## config.mk

```make
export PLATFORM = sky130hd
export DESIGN_NAME = axhib_ctrl
export DESIGN_NICKNAME = d
export VERILOG_FILES = /design/src/core/axhib_magnitude.v /design/src/core/axhib_ctrl.v
export VERILOG_INCLUDE_DIRS = /design/src /design/src/core
export SDC_FILE = /design/constraint.sdc
export NUM_CORES = 1
export LEC_CHECK = 0
export BUFFER_PORTS_ARGS = -buffer_cell sky130_fd_sc_hd__buf_2
export CORE_MARGIN = 2
export CORE_UTILIZATION = 38
export CTS_CLUSTER_SIZE = 14
export DETAILED_ROUTE_END_ITERATION = 7
export PLACE_DENSITY = 0.61
export SLEW_MARGIN = 20
export SYNTH_ARGS = -nofsm -noshare
export SYNTH_HDL_FRONTEND = slang
export SYNTH_HIERARCHICAL = 1
export SYNTH_SLANG_ARGS = --single-unit
```

## constraint.sdc

```tcl
create_clock -name ref_clk_i -period 16.5 [get_ports ref_clk_i]
set_input_delay 1.65 -clock ref_clk_i [delete_from_list [all_inputs] [get_ports ref_clk_i]]
set_output_delay 1.65 -clock ref_clk_i [all_outputs]
set_load 0.02 [all_outputs]
```

## src/core/axhib_defs.vh

```
// Constants for the axis-select and hibernate control register block.
// Assumes inclusion by bare name from the core modules only.
`ifndef AXHIB_DEFS_VH
`define AXHIB_DEFS_VH

`define AXHIB_CFG5_ADDR 8'h19
`define AXHIB_CFG5_RESET 8'h00
`define AXHIB_BIT_HIB 0
`define AXHIB_BIT_ZSKIP 1
`define AXHIB_BIT_YSKIP 2
`define AXHIB_BIT_XSKIP 3
`define AXHIB_BIT_MAGEN 4
`define AXHIB_CFG5_WMASK 8'h1F
`define AXHIB_IRQCFG_RESET 2'h1
`define AXHIB_X_LSB 8'h04
`define AXHIB_X_MSB 8'h05
`define AXHIB_Y_LSB 8'h06
`define AXHIB_Y_MSB 8'h07
`define AXHIB_Z_LSB 8'h08
`define AXHIB_Z_MSB 8'h09
`define AXHIB_MAG_LSB 8'h0A
`define AXHIB_MAG_MSB 8'h0B
`define AXHIB_MODE_MAG 1'b1

`endif

```

## src/core/axhib_magnitude.v

```verilog
// Vector magnitude engine: 12-bit estimate of |(x,y,z)| per sample.
// Assumes signed 12-bit axis inputs and a one-cycle sample strobe.
`timescale 1ns/1ps
module axhib_magnitude #(
  parameter DW = 12
) (
  // Clock and reset
  input wire ref_clk_i,
  input wire resetn_i,
  input wire ce_i,
  // Control
  input wire enable_i,
  input wire sample_i,
  // Axis data
  input wire [DW-1:0] x_i,
  input wire [DW-1:0] y_i,
  input wire [DW-1:0] z_i,
  // Result
  output reg [DW-1:0] mag_o,
  output reg valid_o
);
  function [DW-1:0] absval;
    input [DW-1:0] v;
    begin
      absval = v[DW-1] ? (~v + {{(DW-1){1'b0}}, 1'b1}) : v;
    end
  endfunction

  wire [DW-1:0] ax = absval(x_i);
  wire [DW-1:0] ay = absval(y_i);
  wire [DW-1:0] az = absval(z_i);
  wire [DW-1:0] mx = (ax > ay) ? ((ax > az) ? ax : az)
                               : ((ay > az) ? ay : az);
  // Max plus half of the rest: cheap, no multiplier or square root
  wire [DW+1:0] rest = {2'b00, ax} + {2'b00, ay} + {2'b00, az}
                       - {2'b00, mx};
  wire [DW+1:0] est = {2'b00, mx} + (rest >> 1);
  wire ovf = |est[DW+1:DW];

  always @(posedge ref_clk_i) begin
    if (!resetn_i) begin
      mag_o <= {DW{1'b0}};
      valid_o <= 1'b0;
    end else if (ce_i) begin
      valid_o <= 1'b0;
      if (enable_i && sample_i) begin
        mag_o <= ovf ? {DW{1'b1}} : est[DW-1:0];
        valid_o <= 1'b1;
      end
    end
  end
endmodule // axhib_magnitude

```

## src/core/axhib_ctrl.v

```verilog
// Axis-select and hibernate control: configuration register five,
// burst-read address stepping and hibernate entry and exit.
// Assumes a host-interface front end that gives byte-wide register
// strobes on ref_clk_i; pins arrive asynchronously.
// How it works
// - Magnitude enable computes a 12-bit magnitude each sample; clear stops it.
// - Magnitude bytes are in the burst range only while enable is one.
// - Change detection takes magnitude as input when its mode is one.
// - X skip bit three drops X from the burst range.
// - Y skip bit two drops Y from the burst range.
// - Z skip bit one drops Z from the burst range.
// - Hibernate bit zero enters hibernate when strap is low, losing volatile registers.
// - Strap low: wake only on a wake-pin level change from hibernate entry time.
// - Strap high: motion pin high leaves hibernate through the one-cycle boot state to active.
// - Strap high: motion pin low enters hibernate.
// - Interrupt driver and polarity survive soft reset, lost on hibernate.
`timescale 1ns/1ps
`include "axhib_defs.vh"
module axhib_ctrl #(
  parameter DW = 12,
  parameter AW = 8
) (
  // Clock, reset, enable
  input wire ref_clk_i,
  input wire resetn_i,
  input wire ce_i,
  input wire soft_reset_i,
  // Register access
  input wire reg_wr_i,
  input wire reg_rd_i,
  input wire [AW-1:0] reg_addr_i,
  input wire [7:0] reg_wdata_i,
  output reg [7:0] reg_rdata_o,
  // Burst-read address stepping
  input wire [AW-1:0] burst_addr_i,
  output reg [AW-1:0] burst_next_o,
  // Sampled axis data
  input wire sample_i,
  input wire [DW-1:0] x_data_i,
  input wire [DW-1:0] y_data_i,
  input wire [DW-1:0] z_data_i,
  output wire [7:0] magnitude_low_byte_o,
  output wire [7:0] magnitude_high_byte_o,
  output wire magnitude_valid_o,
  // Change detection source
  input wire change_detect_mode_i,
  output reg [DW-1:0] change_detect_src_o,
  // Interrupt pin settings
  input wire irq_cfg_wr_i,
  input wire [1:0] irq_cfg_i,
  output wire irq_driver_type_o,
  output wire irq_polarity_o,
  // Pins and power state
  input wire boot_strap_select_i,
  input wire wake_pin_i,
  input wire motion_detect_level_pin_i,
  output wire hibernate_o,
  output reg boot_start_o,
  output wire motion_boot_o
);
  localparam ST_RUN = 2'b00;
  localparam ST_HIB = 2'b01;
  localparam ST_BOOT = 2'b10;

  reg [7:0] cfg5_r;
  reg [1:0] irqcfg_r;
  reg [1:0] state_r;
  reg [1:0] state_nxt;
  reg wake_ref_r;
  reg motion_boot_r;
  wire [2:0] pin_raw;
  wire [2:0] pin_q;
  wire [DW-1:0] mag;

  wire mag_en = cfg5_r[`AXHIB_BIT_MAGEN];
  wire x_skip = cfg5_r[`AXHIB_BIT_XSKIP];
  wire y_skip = cfg5_r[`AXHIB_BIT_YSKIP];
  wire z_skip = cfg5_r[`AXHIB_BIT_ZSKIP];
  wire hib_req = cfg5_r[`AXHIB_BIT_HIB];
  wire wake_q = pin_q[0];
  wire mot_q = pin_q[1];
  wire strap_q = pin_q[2];

  // Two flip-flops per pin; only the second stage is read
  assign pin_raw = {boot_strap_select_i, motion_detect_level_pin_i,
                    wake_pin_i};
  genvar g;
  generate
    for (g = 0; g < 3; g = g + 1) begin : g_sync
      reg s1_r;
      reg s2_r;
      always @(posedge ref_clk_i) begin
        if (!resetn_i) begin
          s1_r <= 1'b0;
          s2_r <= 1'b0;
        end else if (ce_i) begin
          s1_r <= pin_raw[g];
          s2_r <= s1_r;
        end
      end
      assign pin_q[g] = s2_r;
    end
  endgenerate

  // Register is included only when its enable condition holds
  function incl;
    input [AW-1:0] a;
    input xs;
    input ys;
    input zs;
    input me;
    begin
      case (a)
        `AXHIB_X_LSB, `AXHIB_X_MSB: incl = !xs;
        `AXHIB_Y_LSB, `AXHIB_Y_MSB: incl = !ys;
        `AXHIB_Z_LSB, `AXHIB_Z_MSB: incl = !zs;
        `AXHIB_MAG_LSB, `AXHIB_MAG_MSB: incl = me;
        default: incl = 1'b0;
      endcase
    end
  endfunction

  // Next included output register after the current burst address
  integer i;
  reg found;
  reg [AW-1:0] cand;
  always @* begin
    found = 1'b0;
    cand = {AW{1'b0}};
    burst_next_o = burst_addr_i + {{(AW-1){1'b0}}, 1'b1};
    if (burst_addr_i < `AXHIB_MAG_MSB) begin
      for (i = 1; i <= 8; i = i + 1) begin
        cand = burst_addr_i + i[AW-1:0];
        if (!found && cand >= `AXHIB_X_LSB && cand <= `AXHIB_MAG_MSB &&
            incl(cand, x_skip, y_skip, z_skip, mag_en)) begin
          found = 1'b1;
          burst_next_o = cand;
        end
      end
      // Nothing left in the output block: leave it
      if (!found && burst_addr_i >= `AXHIB_X_LSB - 8'h01)
        burst_next_o = `AXHIB_MAG_MSB + 8'h01;
    end
  end

  // Power-state sequencing
  always @* begin
    state_nxt = state_r;
    case (state_r)
      ST_RUN: begin
        if (strap_q ? !mot_q : hib_req)
          state_nxt = ST_HIB;
      end
      ST_HIB: begin
        if (strap_q ? mot_q : (wake_q != wake_ref_r))
          state_nxt = ST_BOOT;
      end
      ST_BOOT: state_nxt = ST_RUN;
      default: state_nxt = ST_RUN;
    endcase
  end

  always @(posedge ref_clk_i) begin
    if (!resetn_i) begin
      state_r <= ST_RUN;
      wake_ref_r <= 1'b0;
      motion_boot_r <= 1'b0;
      boot_start_o <= 1'b0;
    end else if (ce_i) begin
      state_r <= state_nxt;
      boot_start_o <= (state_nxt == ST_BOOT);
      // Wake level frozen at entry; either edge away from it wakes
      if (state_r == ST_RUN && state_nxt == ST_HIB)
        wake_ref_r <= wake_q;
      if (state_nxt == ST_BOOT)
        motion_boot_r <= strap_q;
      else if (state_nxt == ST_HIB)
        motion_boot_r <= 1'b0;
    end
  end

  assign hibernate_o = (state_r == ST_HIB);
  assign motion_boot_o = motion_boot_r;

  // Configuration register five; wiped on hibernate entry
  always @(posedge ref_clk_i) begin
    if (!resetn_i) begin
      cfg5_r <= `AXHIB_CFG5_RESET;
    end else if (ce_i) begin
      if (state_r != ST_RUN || soft_reset_i)
        cfg5_r <= `AXHIB_CFG5_RESET;
      else if (reg_wr_i && reg_addr_i == `AXHIB_CFG5_ADDR)
        cfg5_r <= reg_wdata_i & `AXHIB_CFG5_WMASK;
    end
  end

  // Interrupt pin settings: not touched by soft reset
  always @(posedge ref_clk_i) begin
    if (!resetn_i) begin
      irqcfg_r <= `AXHIB_IRQCFG_RESET;
    end else if (ce_i) begin
      if (state_r != ST_RUN)
        irqcfg_r <= `AXHIB_IRQCFG_RESET;
      else if (irq_cfg_wr_i)
        irqcfg_r <= irq_cfg_i;
    end
  end

  assign irq_driver_type_o = irqcfg_r[1];
  assign irq_polarity_o = irqcfg_r[0];

  axhib_magnitude #(
    .DW(DW)
  ) u_mag (
    .ref_clk_i(ref_clk_i),
    .resetn_i(resetn_i),
    .ce_i(ce_i),
    .enable_i(mag_en && !hibernate_o),
    .sample_i(sample_i),
    .x_i(x_data_i),
    .y_i(y_data_i),
    .z_i(z_data_i),
    .mag_o(mag),
    .valid_o(magnitude_valid_o)
  );

  assign magnitude_low_byte_o = mag[7:0];
  assign magnitude_high_byte_o = {{(16-DW){1'b0}}, mag[DW-1:8]};

  // Change detection source select and register readback
  always @(posedge ref_clk_i) begin
    if (!resetn_i) begin
      change_detect_src_o <= {DW{1'b0}};
      reg_rdata_o <= 8'h00;
    end else if (ce_i) begin
      if (change_detect_mode_i == `AXHIB_MODE_MAG)
        change_detect_src_o <= mag;
      else
        change_detect_src_o <= x_data_i;
      if (reg_rd_i && reg_addr_i == `AXHIB_CFG5_ADDR)
        reg_rdata_o <= cfg5_r;
      else if (reg_rd_i)
        reg_rdata_o <= 8'h00;
    end
  end
endmodule // axhib_ctrl

```

After elaboration in Yosys (flattened, before gate mapping)
Cells that the tools add are included.

$add $sub $neg: 15. $mul: 0. Div/mod/pow operators: 0. Order comparisons: 21. Equality and inequality tests: 69. Shift operators: 0. Multiplexer cells: 63. Bitwise logic cells: 3. Reductions and logical operators: 88.

Operators with widths (count): 8-bit by 3-bit equality test with 1-bit output, second input constant (32); 8-bit by 4-bit equality test with 1-bit output, second input constant (32); 8-bit 2-to-1 mux (13); 12-bit 2-to-1 mux (8); 2-bit OR reduction (33); 8-bit by 3-bit >= comparator with 1-bit output, second input constant (8); 8-bit by 4-bit <= comparator with 1-bit output, second input constant (8); 12-bit by 1-bit adder with 12-bit output, second input constant (3); 12-bit greater-than comparator (3); 12-bit inverter (3); 8-bit by 3-bit adder with 8-bit output, second input constant (4); 1-bit one-hot mux with 4 select lines (8); 1-bit logical AND (29); 1-bit 2-to-1 mux (29); 8-bit by 2-bit adder with 8-bit output, second input constant (2); 12-bit by 13-bit adder with 14-bit output (1); 14-bit by 12-bit adder with 14-bit output (1); 14-bit by 12-bit subtractor with 14-bit output (1); 12-bit by 12-bit adder with 13-bit output (1); 1-bit logical NOT (13); 2-bit AND reduction (6); 2-bit nonzero test (5); 8-bit by 1-bit adder with 8-bit output, second input constant (1); 8-bit by 4-bit adder with 8-bit output, second input constant (1); other kinds (10) (14).

Flip-flop bits (word level): 54. Latch bits: 0. Bits in writable memories: 0. Memory bits (read-only): 0. Input bits: 74. Output and inout port bits: 50. Logic and storage cells: 275. Memories: 0.

Logic depth before layout (Yosys ltp)
Depth in word-level cells: 54. Depth in mapped cells: 37. Gate-level depth less buffers: 35.

Modules after synthesis
The synthesis kept the hierarchy.

Modules (own cells, without submodules): axhib_magnitude (instances 1, cells an instance 590, area an instance 4551.9 µm², sequential area each 260.2 µm²); axhib_ctrl (instances 1, cells an instance 455, area an instance 3580.9 µm², sequential area each 700.7 µm²).

Least setup slack after synthesis
OpenSTA, ideal clock, no wires.

Path kind: input port to flip-flop. Start point: in z_data_i[5]. End point: reg u_mag.mag_o[11]. Setup time: 0.135 ns. Arrival time: 8.891 ns. Required time: 16.365 ns. Setup slack: 7.474 ns. Stages: 30. Buffers on the path: 3. Cells stage by stage: or4_4 -> or2_2 -> or4_1 -> ha_1 -> and2_1 -> nand3_1 -> or4_1 -> or2_1 -> buf_6 -> and2_4 -> buf_6 -> o221a_1 -> fa_1 -> inv_1 -> fa_1 -> a21o_1 -> a21oi_1 -> o21bai_1 -> a21oi_1 -> xnor2_1 -> ha_1 -> or3_1 -> o211ai_1 -> o21ba_2 -> inv_1 -> a311o_1 -> or4_1 -> mux2i_1 -> clkbuf_1 -> a31oi_1.

Word-level cells in the longest chain between the ends: 10. Elaborated cells on any way between the ends: 13. Those cells by class: 4 x add/sub; 2 x order compare; 5 x mux; 1 x bitwise; 1 x reduce/logical.

RTL lines: start, declared (RTL line axhib_ctrl.v:41) `input wire [DW-1:0] z_data_i,`; 12-bit inverter (RTL line axhib_magnitude.v:25) `absval = v[DW-1] ? (~v + {{(DW-1){1'b0}}, 1'b1}) : v;`; 12-bit by 1-bit adder with 12-bit output (RTL line axhib_magnitude.v:25); 12-bit 2-to-1 mux (*) (RTL line axhib_magnitude.v:25); 12-bit greater-than comparator, on equally long branches (RTL line axhib_magnitude.v:33, axhib_magnitude.v:32); 12-bit 2-to-1 mux, on equally long branches (RTL line axhib_magnitude.v:33, axhib_magnitude.v:32); 12-bit 2-to-1 mux (RTL line axhib_magnitude.v:32) `wire [DW-1:0] mx = (ax > ay) ? ((ax > az) ? ax : az)`; 14-bit by 12-bit subtractor with 14-bit output (RTL line axhib_magnitude.v:36) `- {2'b00, mx};`; 12-bit by 13-bit adder with 14-bit output (*) (RTL line axhib_magnitude.v:37) `wire [DW+1:0] est = {2'b00, mx} + (rest >> 1);`; 2-bit OR reduction (RTL line axhib_magnitude.v:38) `wire ovf = |est[DW+1:DW];`; 12-bit 2-to-1 mux (*) (RTL line axhib_magnitude.v:47) `mag_o <= ovf ? {DW{1'b1}} : est[DW-1:0];`; end signal, assigned (RTL line axhib_magnitude.v:42) `mag_o <= {DW{1'b0}};`; end signal, assigned (RTL line axhib_magnitude.v:47); end, declared (RTL line axhib_magnitude.v:19) `output reg [DW-1:0] mag_o,`.

Every way passes the cells marked *; elsewhere a longest branch is shown, timed or not. A chain may end at the register's enable or synchronous reset.

Worst setup path in the final report
Start point: in x_data_i[0]. End point: reg u_mag.mag_o[8].

Word-level cells in the longest chain between the ends: 10. Elaborated cells on any way between the ends: 13. Those cells by class: 5 x add/sub; 2 x order compare; 4 x mux; 1 x bitwise; 1 x reduce/logical.

RTL lines: start, declared (RTL line axhib_ctrl.v:39) `input wire [DW-1:0] x_data_i,`; 12-bit inverter (RTL line axhib_magnitude.v:25); 12-bit by 1-bit adder with 12-bit output (RTL line axhib_magnitude.v:25); 12-bit 2-to-1 mux (*) (RTL line axhib_magnitude.v:25); branches (longest 4 deep; another with 14-bit by 12-bit adder with 14-bit output); 12-bit by 13-bit adder with 14-bit output (*) (RTL line axhib_magnitude.v:37); 2-bit OR reduction (RTL line axhib_magnitude.v:38); 12-bit 2-to-1 mux (*) (RTL line axhib_magnitude.v:47).

Every way passes the cells marked *.

==> metrics <==
status completed; post-DP HPWL ~19000 um; TritonRoute pass-1 iters 5; reg-to-reg slack, setup 14.30 ns; final setup vio count 0; RSZ-0062 raised after global routing false; post-layout util a little over two fifths; Post-synth EDFFs 0; Synth top cells by count ha_1 (91), nand2_1 (83), a21oi_1 (69); Inst Count DP approximately 1.4k; area leader, netlist ha_1; mean post-synth cell area 7.78 sq um; WS Path Type in2reg; first-pass GRT wire length 37900 um; Max IR drop VDD around 0.00021 V; FF-to-FF End u_mag/mag_o[8]$_SDFFE_PN0P_; WL final between 20000 and 25000 um; worst skew pair latency ~0.29 ns; post-CTS sizing 0; RR Startpoint state_r[1]$_SDFFE_PN0P_; period utilisation layout a little under two thirds; Post-CTS Repair Setup Buffers 0; diodes inserted 0; largest net degree at the start of global routing 49; # rows 53; crit path time final 10.54 ns; Max Cap Viol 0; Worst Hold Launch reg_rdata_o[1]$_SDFFE_PN0P_; worst hold path cell count 2; synthesized area ~8000 sq um; ys flop type dfxtp_1; Synth cell types between 100 and 150; Port Buffer Count approximately 110; DR vias approximately 8.1k; Rel. slew slack approximately 24%; CTS clock-pin slew for the worst setup and hold paths ~0.060 ns; Max clock buf depth 2; Worst Path Arrival about 11 ns; Fin Setup TNS 0 ns; highest clock rate about 95 MHz; die span in x between 150 and 200 um; Worst-Margin Slew between 1 and 1.5 ns; Synth Register Bits 48; clock power share roughly 8%; YS warnings 6; chip height 150 um; Filler Cell Count 2186; Worst Hold Class reg2reg; Pleak around 4 nW; crit-path most repeated cell ha_1; fin nets ~1.3k; total power draw ~1.3 mW; register area between 900 and 1000 sq um; CTS Buf Count 5; Clock Skew 0.00488 ns; Remaining DRCs 0; Comb pwr share a little over 80%; R2R depth 5; clock root buffer master clkbuf_16; area of the multi-input gates 6620 sq um; sw frac between 40% and 50%; Syn Inst Count approximately 1.0k; switching power 625 uW; area grow syn2layout 9.55%; cell family with most CP delay simple AND/OR/NAND/NOR gates; Critical Path Source x_data_i[0]; CP Data Required Time 16.62 ns; CP Max Fanout 22; post-DR wirelength/cell between 15 and 20 um; Internal approximately 630 uW; count leader, synth ha_1; First DRT Iteration DRCs roughly 480; Post-Route Hold Slack ~0.47 ns; initial antenna violation count 0; vias in the first global route roughly 7.4k; ranking of synthesized cells by area ha_1 (14%), dfxtp_1 (12%), xnor2_1 (5.5%); Post-DRT Antenna Nets 0; vias per cell approximately 5.8; max-slew violation count 0; sink of the worst hold path reg_rdata_o[1]$_SDFFE_PN0P_; CP max stage delay roughly 0.87 ns; register area share after synthesis a little under an eighth; CP max-delay cell mux2i_1; GP Congestion 0.919; GRT Util Overall around 20%; Setup crit end kind flip-flop; core area roughly 21000 sq um; H-tree depth 2; grt total ovfl 0; layout cell share with drive strength beyond 1 between 10% and 20%; final cell count without fillers approximately 1.4k; CP startpoint kind primary input; Seq pwr share under 10%; CTS tree done; async set-reset flop share out of synthesis 0%; pwr dens roughly 140 nW/um^2; Fin. Hold Viols 0; clk sink count 48; hold_buf cts 0; Die ar. 22600 sq um; initial core utilization around two fifths; Worst Path Buf+Inv 3; Yosys top cell area share 14.0%; I/O pin total 124
-- cells in the final DEF, fill, tap and decap left out, types with 10 or more instances in the layout --
cell      synthesis  layout
a211oi_1         16      16
a21boi_0         16      16
a21oi_1          69      69
a31oi_1          18      18
and3_1           15      15
buf_2            10     113
dfxtp_1          48      48
fa_1             10      10
ha_1             91      91
inv_1            65      65
mux2i_1          27      27
nand2_1          83      83
nand2b_1         22      22
nand3_1          36      36
nand4_1          13      13
nor2_1           47      47
nor2b_1          26      26
nor3_1           18      18
o211a_1          15      15
o211ai_1         11      11
o21ai_0          47      47
o21bai_1         14      14
o22ai_1          10      10
or3_1            13      13
xnor2_1          51      51
xor2_1           18      18
-- power groups by stage --
stage / combinational (mW) / sequential [mW] / clock (mW)
after floorplan: 0.833 / 0.128 / 0
after global placement: 1.02 / 0.125 / 0
after global routing: 1.17 / 0.123 / 0.107
final: 1.03 / 0.123 / 0.100
after detailed placement: 1.03 / 0.125 / 0
after CTS: 1.04 / 0.123 / 0.103
-- routing by layer --
layer	up-vias	GRT usage, %	wire (um)
met5	-	0	0
met4	0	7.26	833
met3	50	1.73	1070
met2	239	34.5	11300
met1	3782	27.4	10400
li1	4007	-	-
-- area by class of cell --
cell class              instances  share of cell area, %
well taps                     275                   3.86
clock buffers                   8                   1.64
repair buffers                114                   6.43
flip-flops and latches         48                   10.8
multi-input cells             882                   74.2
inverters                      68                   3.03
-- kinds of logic (layout without fill, tap and decap cells) --
logic type,after synthesis,after routing,synth area share (%)
AO/OA/AOI/OAI,331,331,29.8
XOR/XNOR,70,70,7.63
adder cells (fa/ha/maj),103,103,16.7
buffers and inverters,121,190,7.12
flip-flops,48,48,11.8
multiplexers,31,31,3.88
other,1,7,0.0461
AND/OR/NAND/NOR,340,340,23.0
-- metrics by stage --
stage / area [sq um] / setup slack [ns]
3_5_place_dp: 8760 / 5.84
4_1_cts: 8910 / 6.08
5_1_grt: 8910 / 5.35
6_report: 8910 / 5.96
2_1_floorplan: 8160 / 7.47
3_3_place_gp: 8760 / 6.01
-- sequential cells by signal, summed over array words and instances (netlist names) --
name                 count
change_detect_src_o     12
u_mag/mag_o             12
cfg5_r                   5
reg_rdata_o              5
g_sync.s1_r              3
g_sync.s2_r              3
irqcfg_r                 2
state_r                  2
boot_start_o             1
motion_boot_o            1
u_mag/valid_o            1
wake_ref_r               1
-- worst reg2reg max path: stages, from the launching register on --
cell and delay (ns):
dfxtp_1 0.42, nand2b_1 0.19, and2_1 0.13, and3_1 0.45, nor2b_1 0.65, a31oi_1 0.18
-- how the worst max path moves through the flow --
stage / end / slack (ns) / cells after the start
2_1_floorplan: u_mag/mag_o[11]$_SDFFE_PN0P_ / 7.47 / 30
5_1_grt: u_mag/mag_o[8]$_SDFFE_PN0P_ / 5.35 / 34
6_report: u_mag/mag_o[8]$_SDFFE_PN0P_ / 5.96 / 32
4_1_cts: u_mag/mag_o[8]$_SDFFE_PN0P_ / 6.08 / 31
3_3_place_gp: u_mag/mag_o[8]$_SDFFE_PN0P_ / 6.01 / 31
3_5_place_dp: u_mag/mag_o[10]$_SDFFE_PN0P_ / 5.84 / 31
Power figures use the tool's default switching activity.
